File: src/hw/clock_ctrl_pkg.sv
// Package with register map, field positions, reset values, timing and types of the clock control block.
package clock_ctrl_pkg;
	// Register byte offsets on the APB bus.
	localparam logic [7:0] TRIM_OFFSET = 8'h00;
	localparam logic [7:0] PRESCALE_OFFSET = 8'h04;
	localparam logic [7:0] TIMER_STATUS_OFFSET = 8'h08;
	localparam logic [7:0] STARTUP_STATUS_OFFSET = 8'h0C;
	// Field positions.
	localparam int UNLOCK_BIT = 7;
	localparam int CODE_MSB = 3;
	localparam int TRIM_RANGE_BIT = 7;
	localparam int EXT_CLOCK_SELECT_BIT = 0;
	localparam int STATUS_EXT_SOURCE_BIT = 0;
	localparam int STATUS_RUNNING_BIT = 1;
	localparam int STATUS_SUT_RESERVED_BIT = 2;
	// Reset and load values.
	localparam logic [3:0] CODE_RESET_PLAIN = 4'h0;
	localparam logic [3:0] CODE_RESET_DIV8 = 4'h3;
	localparam logic [3:0] CODE_MAX = 4'h8;
	localparam logic [7:0] TRIM_RESET = 8'h00;
	localparam logic [3:0] EXT_CLOCK_CODE = 4'h0;
	localparam logic [1:0] SUT_NO_EXTRA = 2'h0;
	localparam logic [1:0] SUT_FAST = 2'h1;
	localparam logic [1:0] SUT_SLOW = 2'h2;
	// Timing figures and their cycle counts at the bus clock rate.
	localparam int CLK_PERIOD_NS = 8;
	localparam int UNLOCK_WINDOW_CYCLES = 4;
	localparam int WAKE_CYCLES = 6;
	localparam int RESET_BASE_CYCLES = 14;
	localparam int FAST_DELAY_MS = 4;
	localparam int SLOW_DELAY_MS = 64;
	localparam int FAST_DELAY_CYCLES = (FAST_DELAY_MS * 1000000 + CLK_PERIOD_NS - 1) / CLK_PERIOD_NS;
	localparam int SLOW_DELAY_CYCLES = (SLOW_DELAY_MS * 1000000 + CLK_PERIOD_NS - 1) / CLK_PERIOD_NS;
	localparam int DOMAIN_COUNT = 4;

	// Fuse bits, a one meaning programmed.
	typedef struct packed {
		logic [3:0] clock_source_select_fuses;
		logic [1:0] startup_time_fuses;
		logic clock_out_fuse;
		logic divide_by_eight_fuse;
	} fuse_set_t;

	// Start-up sequencer states.
	typedef enum logic [2:0] {
		ST_BASE_DELAY,
		ST_EXTRA_DELAY,
		ST_HELD,
		ST_RUN,
		ST_WAKE
	} startup_state_t;
endpackage

File: src/hw/system_clock_prescale_trim.sv
// Clock control top: APB registers, prescaler unlock, trim register, clock output and timer clock gate.
`timescale 1ns/100ps
module system_clock_prescale_trim
	import clock_ctrl_pkg::*;
#(
	parameter logic [23:0] FAST_CYCLES = 24'(FAST_DELAY_CYCLES),
	parameter logic [23:0] SLOW_CYCLES = 24'(SLOW_DELAY_CYCLES)
)(
	input wire logic pclk,
	input wire logic presetn,
	input wire logic ce,
	input wire logic psel,
	input wire logic penable,
	input wire logic pwrite,
	input wire logic [7:0] paddr,
	input wire logic [31:0] pwdata,
	output logic [31:0] prdata,
	output logic pready,
	output logic pslverr,
	input wire fuse_set_t fuses,
	input wire logic [7:0] factory_trim,
	input wire logic crystal_input_pin,
	input wire logic timer_osc_input_pin,
	input wire logic wake_req,
	output logic ext_source_active,
	output logic [DOMAIN_COUNT-1:0] domain_clock_en,
	output logic core_reset,
	output logic clock_out_pin,
	output logic clock_out_oe,
	output logic timer_clock,
	output logic [7:0] rc_trim_value_o
);
	logic [3:0] code_reg;
	logic prescale_change_unlock_reg;
	logic [1:0] unlock_cnt_reg;
	logic [7:0] rc_trim_value_reg;
	logic timer_ext_clock_select_reg;
	logic init_pending_reg;
	logic [31:0] prdata_next;
	logic pslverr_next;
	logic setup_phase;
	logic write_taken;
	logic [7:0] wd;
	logic unlock_pattern;
	logic prescale_write;
	logic trim_write;
	logic timer_write;
	logic mapped;
	logic div_tick;
	logic div_level;
	logic hold;
	logic sut_reserved;

	// Divider shared by all clocked domains.
	glitch_free_divider divider (
		.pclk(pclk),
		.presetn(presetn),
		.ce(ce),
		.code_i(code_reg),
		.tick_reg(div_tick),
		.level_reg(div_level)
	);

	// Start-up and wake sequencer; its reset output is the chip reset seen by the core.
	clock_startup_timer #(
		.FAST_CYCLES(FAST_CYCLES),
		.SLOW_CYCLES(SLOW_CYCLES)
	) startup (
		.pclk(pclk),
		.presetn(presetn),
		.ce(ce),
		.startup_time_fuses(fuses.startup_time_fuses),
		.ext_selected(ext_source_active),
		.wake_req(wake_req),
		.core_reset_reg(core_reset),
		.hold_reg(hold),
		.sut_reserved_reg(sut_reserved)
	);

	// Bus decode; a write lands at the access edge, where pready is already high.
	always_comb begin
		setup_phase = psel && !penable;
		write_taken = psel && penable && pwrite && pready;
		wd = pwdata[7:0];
		unlock_pattern = wd[UNLOCK_BIT] && (wd[6:0] == 7'h00);
		prescale_write = write_taken && (paddr == PRESCALE_OFFSET);
		trim_write = write_taken && (paddr == TRIM_OFFSET);
		timer_write = write_taken && (paddr == TIMER_STATUS_OFFSET);
		mapped = (paddr == TRIM_OFFSET) || (paddr == PRESCALE_OFFSET) ||
			(paddr == TIMER_STATUS_OFFSET) || (paddr == STARTUP_STATUS_OFFSET);
	end

	// Read data is prepared in the setup cycle so every access needs no wait state.
	always_comb begin
		prdata_next = 32'h00000000;
		pslverr_next = 1'b0;
		case (paddr)
			TRIM_OFFSET: prdata_next[7:0] = rc_trim_value_reg;
			PRESCALE_OFFSET: begin
				prdata_next[UNLOCK_BIT] = prescale_change_unlock_reg;
				prdata_next[CODE_MSB:0] = code_reg;
			end
			TIMER_STATUS_OFFSET: prdata_next[EXT_CLOCK_SELECT_BIT] = timer_ext_clock_select_reg;
			STARTUP_STATUS_OFFSET: begin
				prdata_next[STATUS_EXT_SOURCE_BIT] = ext_source_active;
				prdata_next[STATUS_RUNNING_BIT] = !core_reset;
				prdata_next[STATUS_SUT_RESERVED_BIT] = sut_reserved;
			end
			default: pslverr_next = 1'b1;
		endcase
	end

	// APB answer registers.
	always_ff @(posedge pclk or negedge presetn) begin
		if (!presetn) begin
			prdata <= 32'h00000000;
			pready <= 1'b0;
			pslverr <= 1'b0;
		end else if (ce) begin
			pready <= setup_phase;
			pslverr <= setup_phase && !mapped;
			if (setup_phase && !pwrite) begin
				prdata <= prdata_next;
			end else if (setup_phase) begin
				prdata <= 32'h00000000;
			end
		end
	end

	// The fuse straps are caught after reset release, since an async reset may load constants only.
	always_ff @(posedge pclk or negedge presetn) begin
		if (!presetn) begin
			init_pending_reg <= 1'b1;
		end else if (ce) begin
			init_pending_reg <= 1'b0;
		end
	end

	// Division code: loaded from the fuse once, later written only inside an open unlock window.
	always_ff @(posedge pclk or negedge presetn) begin
		if (!presetn) begin
			code_reg <= CODE_RESET_PLAIN;
		end else if (ce) begin
			if (init_pending_reg) begin
				code_reg <= fuses.divide_by_eight_fuse ? CODE_RESET_DIV8 : CODE_RESET_PLAIN;
			end else if (prescale_write && !wd[UNLOCK_BIT] && prescale_change_unlock_reg) begin
				code_reg <= wd[CODE_MSB:0];
			end
		end
	end

	// Unlock bit: set by the lone unlock pattern, cleared by the code write or after four cycles.
	// A second unlock write keeps the running count, so the window can never be stretched.
	always_ff @(posedge pclk or negedge presetn) begin
		if (!presetn) begin
			prescale_change_unlock_reg <= 1'b0;
			unlock_cnt_reg <= 2'h0;
		end else if (ce) begin
			if (!prescale_change_unlock_reg) begin
				if (prescale_write && unlock_pattern && !init_pending_reg) begin
					prescale_change_unlock_reg <= 1'b1;
					unlock_cnt_reg <= 2'h0;
				end
			end else if (prescale_write && !wd[UNLOCK_BIT]) begin
				prescale_change_unlock_reg <= 1'b0;
			end else if (unlock_cnt_reg == 2'(UNLOCK_WINDOW_CYCLES - 1)) begin
				prescale_change_unlock_reg <= 1'b0;
			end else begin
				unlock_cnt_reg <= 2'(unlock_cnt_reg + 2'h1);
			end
		end
	end

	// Trim register; bit 7 is the range select and bits 6:0 the fine setting, passed raw to the oscillator.
	always_ff @(posedge pclk or negedge presetn) begin
		if (!presetn) begin
			rc_trim_value_reg <= TRIM_RESET;
			rc_trim_value_o <= TRIM_RESET;
		end else if (ce) begin
			if (init_pending_reg) begin
				rc_trim_value_reg <= factory_trim;
				rc_trim_value_o <= factory_trim;
			end else if (trim_write) begin
				rc_trim_value_reg <= wd;
				rc_trim_value_o <= wd;
			end
		end
	end

	// Timer clock select bit and the gated timer clock path.
	always_ff @(posedge pclk or negedge presetn) begin
		if (!presetn) begin
			timer_ext_clock_select_reg <= 1'b0;
			timer_clock <= 1'b0;
		end else if (ce) begin
			if (timer_write) begin
				timer_ext_clock_select_reg <= wd[EXT_CLOCK_SELECT_BIT];
			end
			timer_clock <= timer_ext_clock_select_reg && timer_osc_input_pin;
		end
	end

	// Source select and clock output; the output keeps running through the start-up delay.
	always_ff @(posedge pclk or negedge presetn) begin
		if (!presetn) begin
			ext_source_active <= 1'b0;
			clock_out_pin <= 1'b0;
			clock_out_oe <= 1'b0;
		end else if (ce) begin
			ext_source_active <= (fuses.clock_source_select_fuses == EXT_CLOCK_CODE);
			clock_out_oe <= fuses.clock_out_fuse;
			clock_out_pin <= fuses.clock_out_fuse && div_level;
		end
	end

	// One enable per clocked domain, all from the same divider tick and halted while held.
	generate
		for (genvar i = 0; i < DOMAIN_COUNT; i++) begin : domain_gate
			always_ff @(posedge pclk or negedge presetn) begin
				if (!presetn) begin
					domain_clock_en[i] <= 1'b0;
				end else if (ce) begin
					domain_clock_en[i] <= div_tick && !hold;
				end
			end
		end
	endgenerate
endmodule

File: src/hw/glitch_free_divider.sv
// Divider that makes the system clock tick and level and changes factor only at a period boundary.
`timescale 1ns/100ps
module glitch_free_divider
	import clock_ctrl_pkg::*;
(
	input wire logic pclk,
	input wire logic presetn,
	input wire logic ce,
	input wire logic [3:0] code_i,
	output logic tick_reg,
	output logic level_reg
);
	logic [3:0] active_reg;
	logic [7:0] cnt_reg;
	logic [3:0] eff_code;
	logic [7:0] mask;
	logic [7:0] cnt_next;
	logic [3:0] active_next;
	logic [7:0] mask_next;
	logic at_end;

	// Reserved codes fall back to the slowest factor, which can never overclock the core.
	always_comb begin
		eff_code = (code_i > CODE_MAX) ? CODE_MAX : code_i;
		mask = 8'((16'h0001 << active_reg) - 16'h0001);
		at_end = (cnt_reg == mask);
		cnt_next = at_end ? 8'h00 : 8'(cnt_reg + 8'h01);
		active_next = at_end ? eff_code : active_reg;
		mask_next = 8'((16'h0001 << active_next) - 16'h0001);
	end

	// The new factor is taken only when the old period ends, so no short pulse is ever made.
	always_ff @(posedge pclk or negedge presetn) begin
		if (!presetn) begin
			active_reg <= 4'h0;
			cnt_reg <= 8'h00;
			tick_reg <= 1'b0;
			level_reg <= 1'b0;
		end else if (ce) begin
			active_reg <= active_next;
			cnt_reg <= cnt_next;
			tick_reg <= at_end;
			level_reg <= (active_next == 4'h0) || (cnt_next <= (mask_next >> 1));
		end
	end
endmodule

File: src/hw/clock_startup_timer.sv
// Start-up and wake delay sequencer that holds the clocked domains until the source is stable.
`timescale 1ns/100ps
module clock_startup_timer
	import clock_ctrl_pkg::*;
#(
	parameter logic [23:0] FAST_CYCLES = 24'(FAST_DELAY_CYCLES),
	parameter logic [23:0] SLOW_CYCLES = 24'(SLOW_DELAY_CYCLES)
)(
	input wire logic pclk,
	input wire logic presetn,
	input wire logic ce,
	input wire logic [1:0] startup_time_fuses,
	input wire logic ext_selected,
	input wire logic wake_req,
	output logic core_reset_reg,
	output logic hold_reg,
	output logic sut_reserved_reg
);
	startup_state_t state_reg;
	logic [23:0] cnt_reg;
	logic [23:0] extra;

	// Other clock sources are outside this block, so they only get the base delay.
	always_comb begin
		case (startup_time_fuses)
			SUT_FAST: extra = ext_selected ? FAST_CYCLES : 24'h000000;
			SUT_SLOW: extra = ext_selected ? SLOW_CYCLES : 24'h000000;
			default: extra = 24'h000000;
		endcase
	end

	// A reserved start-up code with the external source selected keeps the core in reset rather than guessing a delay.
	always_ff @(posedge pclk or negedge presetn) begin
		if (!presetn) begin
			state_reg <= ST_BASE_DELAY;
			cnt_reg <= 24'h000000;
			core_reset_reg <= 1'b1;
			hold_reg <= 1'b1;
			sut_reserved_reg <= 1'b0;
		end else if (ce) begin
			sut_reserved_reg <= ext_selected && (startup_time_fuses == 2'h3);
			case (state_reg)
				ST_BASE_DELAY: begin
					cnt_reg <= 24'(cnt_reg + 24'h000001);
					if (cnt_reg == 24'(RESET_BASE_CYCLES - 1)) begin
						cnt_reg <= 24'h000000;
						if (ext_selected && startup_time_fuses == 2'h3) begin
							state_reg <= ST_HELD;
						end else if (extra == 24'h000000) begin
							state_reg <= ST_RUN;
							core_reset_reg <= 1'b0;
							hold_reg <= 1'b0;
						end else begin
							state_reg <= ST_EXTRA_DELAY;
						end
					end
				end
				ST_EXTRA_DELAY: begin
					cnt_reg <= 24'(cnt_reg + 24'h000001);
					if (cnt_reg == 24'(extra - 24'h000001)) begin
						state_reg <= ST_RUN;
						core_reset_reg <= 1'b0;
						hold_reg <= 1'b0;
					end
				end
				ST_RUN: begin
					if (wake_req) begin
						state_reg <= ST_WAKE;
						cnt_reg <= 24'h000000;
						hold_reg <= 1'b1;
					end
				end
				ST_WAKE: begin
					cnt_reg <= 24'(cnt_reg + 24'h000001);
					if (cnt_reg == 24'(WAKE_CYCLES - 1)) begin
						state_reg <= ST_RUN;
						hold_reg <= 1'b0;
					end
				end
				ST_HELD: state_reg <= ST_HELD;
				default: state_reg <= ST_BASE_DELAY;
			endcase
		end
	end
endmodule

File: config.mk
export PLATFORM = sky130hd
export DESIGN_NAME = system_clock_prescale_trim
export DESIGN_NICKNAME = d
export VERILOG_FILES = /design/src/hw/clock_ctrl_pkg.sv /design/src/hw/system_clock_prescale_trim.sv /design/src/hw/glitch_free_divider.sv /design/src/hw/clock_startup_timer.sv
export SDC_FILE = /design/constraint.sdc
export NUM_CORES = 1
export LEC_CHECK = 0
export ABC_AREA = 1
export BUFFER_PORTS_ARGS = -buffer_cell sky130_fd_sc_hd__buf_2
export CORE_MARGIN = 3
export CORE_UTILIZATION = 40
export DETAILED_ROUTE_END_ITERATION = 8
export PLACE_DENSITY = 0.69
export RECOVER_POWER = 50
export REMOVE_ABC_BUFFERS = 1
export SLEW_MARGIN = 15
export SYNTH_ARGS = -nofsm -noshare
export SYNTH_HDL_FRONTEND = slang
export SYNTH_SLANG_ARGS = --single-unit
File: constraint.sdc
create_clock -name pclk -period 11 [get_ports pclk]
set_clock_uncertainty 0.15 [all_clocks]
set_input_delay 2.2 -clock pclk [delete_from_list [all_inputs] [get_ports pclk]]
set_output_delay 2.2 -clock pclk [all_outputs]
set_load 0.01 [all_outputs]
Word level (Yosys, flattened, before mapping)
Index checks and enable logic that the tools add are counted.
Widths: inputs -> output; s select.
{ "totals": {"reg_bits": 100, "latchBits": 0, "mem_bits_rw": 0, "romBits": 0, "input_bits": 65, "mem_count": 0} }
{ "op_classes": {"add_sub_neg": 6, "multipliers": 0, "div_mod_pow": 0, "n_lt_le_gt_ge": 2, "n_eq_ne": 23, "n_shift": 2, "n_mux": 44, "n_bitwise": 0, "reduce_logical": 52} }
{ "ops": {"columns": ["cell", "count"], "rows": [
  ["$pmux 24 s3", 1],
  ["$mux 32", 2],
  ["$mux 24", 2],
  ["$pmux 24 s2", 1],
  ["$add 24x1->24 const B", 1],
  ["$eq 24x24->1", 1],
  ["$eq 24x3->1 const B", 1],
  ["$eq 24x4->1 const B", 1],
  ["$logic_not 24->1", 1],
  ["$mux 8", 3],
  ["$sub 24x1->24 const B", 1],
  ["$mux 23", 1],
  ["$mux 19", 1],
  ["$logic_and 1x1->1", 18],
  ["$mux 3", 6],
  ["$eq 8x4->1 const B", 2],
  ["$mux 4", 4],
  ["$shl 1x4->8 const A", 2],
  ["$sub 8x1->8 const B", 2],
  ["$pmux 3 s5", 1],
  ["$mux 2", 6],
  ["$mux 1", 10],
  ["$reduce_bool 2->1", 5],
  ["$add 8x1->8 const B", 1],
  ["30 further kinds", 55]
]} }

Logic depth before layout (Yosys ltp)
{ "logic_depth": {"depth_word": 8, "ltp_mapped": 31, "depth_no_buf": 31} }

By module
Synthesis repeated with hierarchy kept, for this count alone.
{ "unflattened": {"hier_cells": 800, "hier_area_um2": 5686.7} }
{ "by_module_without_submodules": {"columns": ["module", "instances", "cells_per_inst", "area_per_inst_um2", "seq_area_each_um2"], "rows": [
  ["clock_startup_timer", 1, 349, 2403.6, 753.2],
  ["system_clock_prescale_trim", 1, 230, 1860.5, 802.0],
  ["glitch_free_divider", 1, 221, 1422.6, 350.3]
]} }

Worst setup path before layout
No wires, ideal clock.
{ "synth_timing": {"kind": "input port to flip-flop", "startpoint": "input fuses[2] (netlist name)", "endpoint": "register startup.state_reg[1]", "setup_time_ns": 0.128, "arrival_ns": 3.974, "required_ns": 10.722, "slack_ns": 6.748, "cell_stages": 15, "n_path_buf": 0, "cell_sequence": "inv_1 > ha_1 > inv_1 > nand3_1 > ha_1 > xor2_1 > nand3_1 > nor2_1 > nand3_1 > nor2_1 > nand3_1 > nand2_1 > nand3_1 > nand2_1 > o21ai_0"} }
{ "synth_between": {"elab_chain_cells": 7, "elab_cells_between_ends": 14, "cone_classes": "1 x add/sub; 5 x eq/ne; 5 x mux; 3 x reduce/logical"} }
{ "synth_lines": {"columns": ["item", "line", "source"], "rows": [
  ["start, declared", "system_clock_prescale_trim.sv:20", "input wire fuse_set_t fuses,"],
  ["branches (longest 7 deep; another with $sub 24x1->24)", null, null],
  ["end signal, assigned", "clock_startup_timer.sv:48", "state_reg <= ST_HELD;"],
  ["end signal, assigned", "clock_startup_timer.sv:50", "state_reg <= ST_RUN;"],
  ["end signal, assigned", "clock_startup_timer.sv:54", "state_reg <= ST_EXTRA_DELAY;"],
  ["end, declared", "clock_startup_timer.sv:19", "startup_state_t state_reg;"]
]} }
Parallel ways; which one is timed is not known. The select of a mux whose other input is x is not followed.
A chain may end at the register's enable or synchronous reset.

==> metrics.yaml <==
synth_fa_ha_area_share_pct: 4.71
cts_tree: "built"
drive_above_1_share_pct: 16.3
cts_buffers: 9
synth_edf_count: 0
post_drt_wl_per_cell_um: 13.2
grt_max_degree: 77
largest_register_ffs: 24
cp-end-kind: "asynchronous set/reset pin"
die_area_sq_um: 14700
fmax_mhz: 173
synth_largest_area_cell: "dfrtp_1"
synth_top_area_share_pct: 34.4
worst-slew-pin-transition_ns: 4.13
initial_core_util_pct: 41.6
synth_xor_area_share_pct: 3.13
critical-path-top-delay-family: "buffers and inverters"
max_stage_delay_ns: 2.84
n_antenna_cell: 0
synthCells: 742
grt_usage_pct: 18.3
h-tree-depth: 3
clockBufferDepth: 2
status: "finished with violations"
cp.buffers_inverters: 1
avgSynthCellArea_sq_um: 7.15
synthMuxAreaShare_pct: 0.189
cts.sinks: 76
area_delta_synth_final_pct: 12.7
cts_setup_buffers: 0
synth_area_sq_um: 5310
dieWidth_um: 121
critical_path_class: "in -> async"
violations: "capacitance limit, slew limit"
grt_overflow: 0
netlist_top_cells_area: "dfrtp_1 (34%), nand2_1 (13%), inv_1 (6.4%), nor2_1 (5.7%), ha_1 (4.7%)"
power_density_nw_per_um2: 234
core_area_sq_um: 12800
ctsHoldBuffers: 0
synth_top_family_by_area: "simple AND/OR/NAND/NOR gates"
drt_first_pass_iters: 5
crit_chain: "clkbuf_1"
cts_root_buffer: "clkbuf_16"
ys_warn_count: 0
drc: 0
min_period_ns: 5.79
ys_seq_area_share_pct: 35.9
rsz0062_at_grt: "false"
tns_ns: 0
max-slew-margin-rel_pct: -175
io_buffers: 66
grt_pass1_vias: 4528
dp_hpwl_um: 9760
slew_viol_final: 77
ys_seq_elements: 76
crit_slowest_cell: "clkbuf_1"
fin_crit_sh_pct: 52.6
setup_ws_ns: 5.21
path_max_fanout: 76
synth_cell_types: 48
synthArstFlopShare_pct: 100
critPathArrivalTime_ns: 5.12
setup_viol: 0
antenna_found_initial: 0
required_ns: 10.33
grt_pass1_wl_um: 21600
synth_compound_area_share_pct: 9.73
dr.first_iter.drc_count: 333
crit_cells: 1
ant_nets: 0
clk_latency_ns: 0.34
drt-total-wl_um: 12900
dieHeight_um: 121
synthFlopType: "dfrtp_1"
crit_path_start_kind: "input port"
dp_slack_ns: 6.19
r2r_cells: 26
fin_nets: 889
p_leak_uw: 0.00306
vias_per_cell: 4.99
holdWs_ns: 0.330
maxCapViolCount: 1
io_pins: 116
synthSimpleGateAreaFrac_pct: 34.1
gp_congestion: 0.881
rows: 41
min_path_cells: 2
ir_drop_v: 0.000138
vias: 4898
hold_viol: 0
cts_resized: 0
hold_class: "reg -> reg"
clk_pin_slew_ns: 0.06
cell type report:
class	count	area [sq um]
fillers	1328	6790
repair buffers	68	337
inverters	100	380
multi-input cells	549	2850
well taps	172	215
clock buffers	10	229
flip-flops and latches	76	1910
clock inverters	6	72.6
cell usage after synthesis, drive strengths merged (2+ instances only):
| cell type | instances |
|---|---|
| o21ai | 39 |
| nor4 | 9 |
| a21oi | 22 |
| nand2 | 200 |
| nor3b | 2 |
| or2 | 4 |
| nand3 | 50 |
| nand4 | 18 |
| o22ai | 5 |
| a31oi | 9 |
| inv | 99 |
| o21a | 2 |
| dfstp | 3 |
| clkbuf | 9 |
| xor2 | 18 |
| nor3 | 19 |
| a21boi | 2 |
| o31ai | 2 |
| ha | 20 |
| o41ai | 2 |
| buf | 31 |
| o211ai | 3 |
| dfrtp | 73 |
| nor2 | 93 |
where the power goes:
part / leakage (uW) / switching, uW / total [uW] / internal (uW)
clock network: 0.000144 / 124 / 303 / 178
logic: 0.00194 / 435 / 678 / 243
registers: 0.000980 / 74.8 / 423 / 348
total: 0.00306 / 634 / 1400 / 769
metrics by stage:
step	total power (uW)	utilization, %	cells	instance area, sq um
detailed placement	1100	44.6	965	5690
global route	1550	46.9	981	5980
floorplan	941	-	725	5130
global placement	1090	44.6	965	5690
finish	1400	46.9	981	5980
CTS	1420	46.9	981	6000
layer usage:
metal | vias to the layer above | wire length (um) | GRT usage, % | share of wire [%]
li1 | 2473 | - | - | -
met1 | 2285 | 6120 | 25.3 | 47
met2 | 122 | 5990 | 28.5 | 46
met3 | 18 | 558 | 4.48 | 4.3
met4 | 0 | 233 | 5.18 | 1.8
met5 | - | 0 | 0 | 0
logic make-up after synthesis:
family / Yosys count
DFF: 76
AOI/OAI and AO/OA: 90
adders and majority gates: 20
other: 1
xor gates and xnor gates: 19
and+or+nand+nor: 395
buffers and inverters: 140
muxes: 1
cell usage in the layout, fill, tap and decap left out, drive strengths merged, types with 20 or more instances in the layout:
cell     n
a21oi   22
buf     65
conb    24
dfrtp   73
ha      20
inv    101
nand2  200
nand3   50
nor2    93
o21ai   39
worst paths after layout:
path	startpoint	to	slack (ns)
max	presetn	clock_out_pin$_DFFE_PN0P_	5.21
min	clock_out_pin$_DFFE_PN0P_	clock_out_pin$_DFFE_PN0P_	0.33
max reg2reg	divider.active_reg[3]$_DFFE_PN0P_	divider.level_reg$_DFFE_PN0P_	6.76
min reg2reg	clock_out_pin$_DFFE_PN0P_	clock_out_pin$_DFFE_PN0P_	0.33
max in group pclk	ce	prdata[1]$_DFFE_PN0P_	5.85
min in group asynchronous	presetn	divider.cnt_reg[7]$_DFFE_PN0P_	3.16
Power figures use the tool's default switching activity.
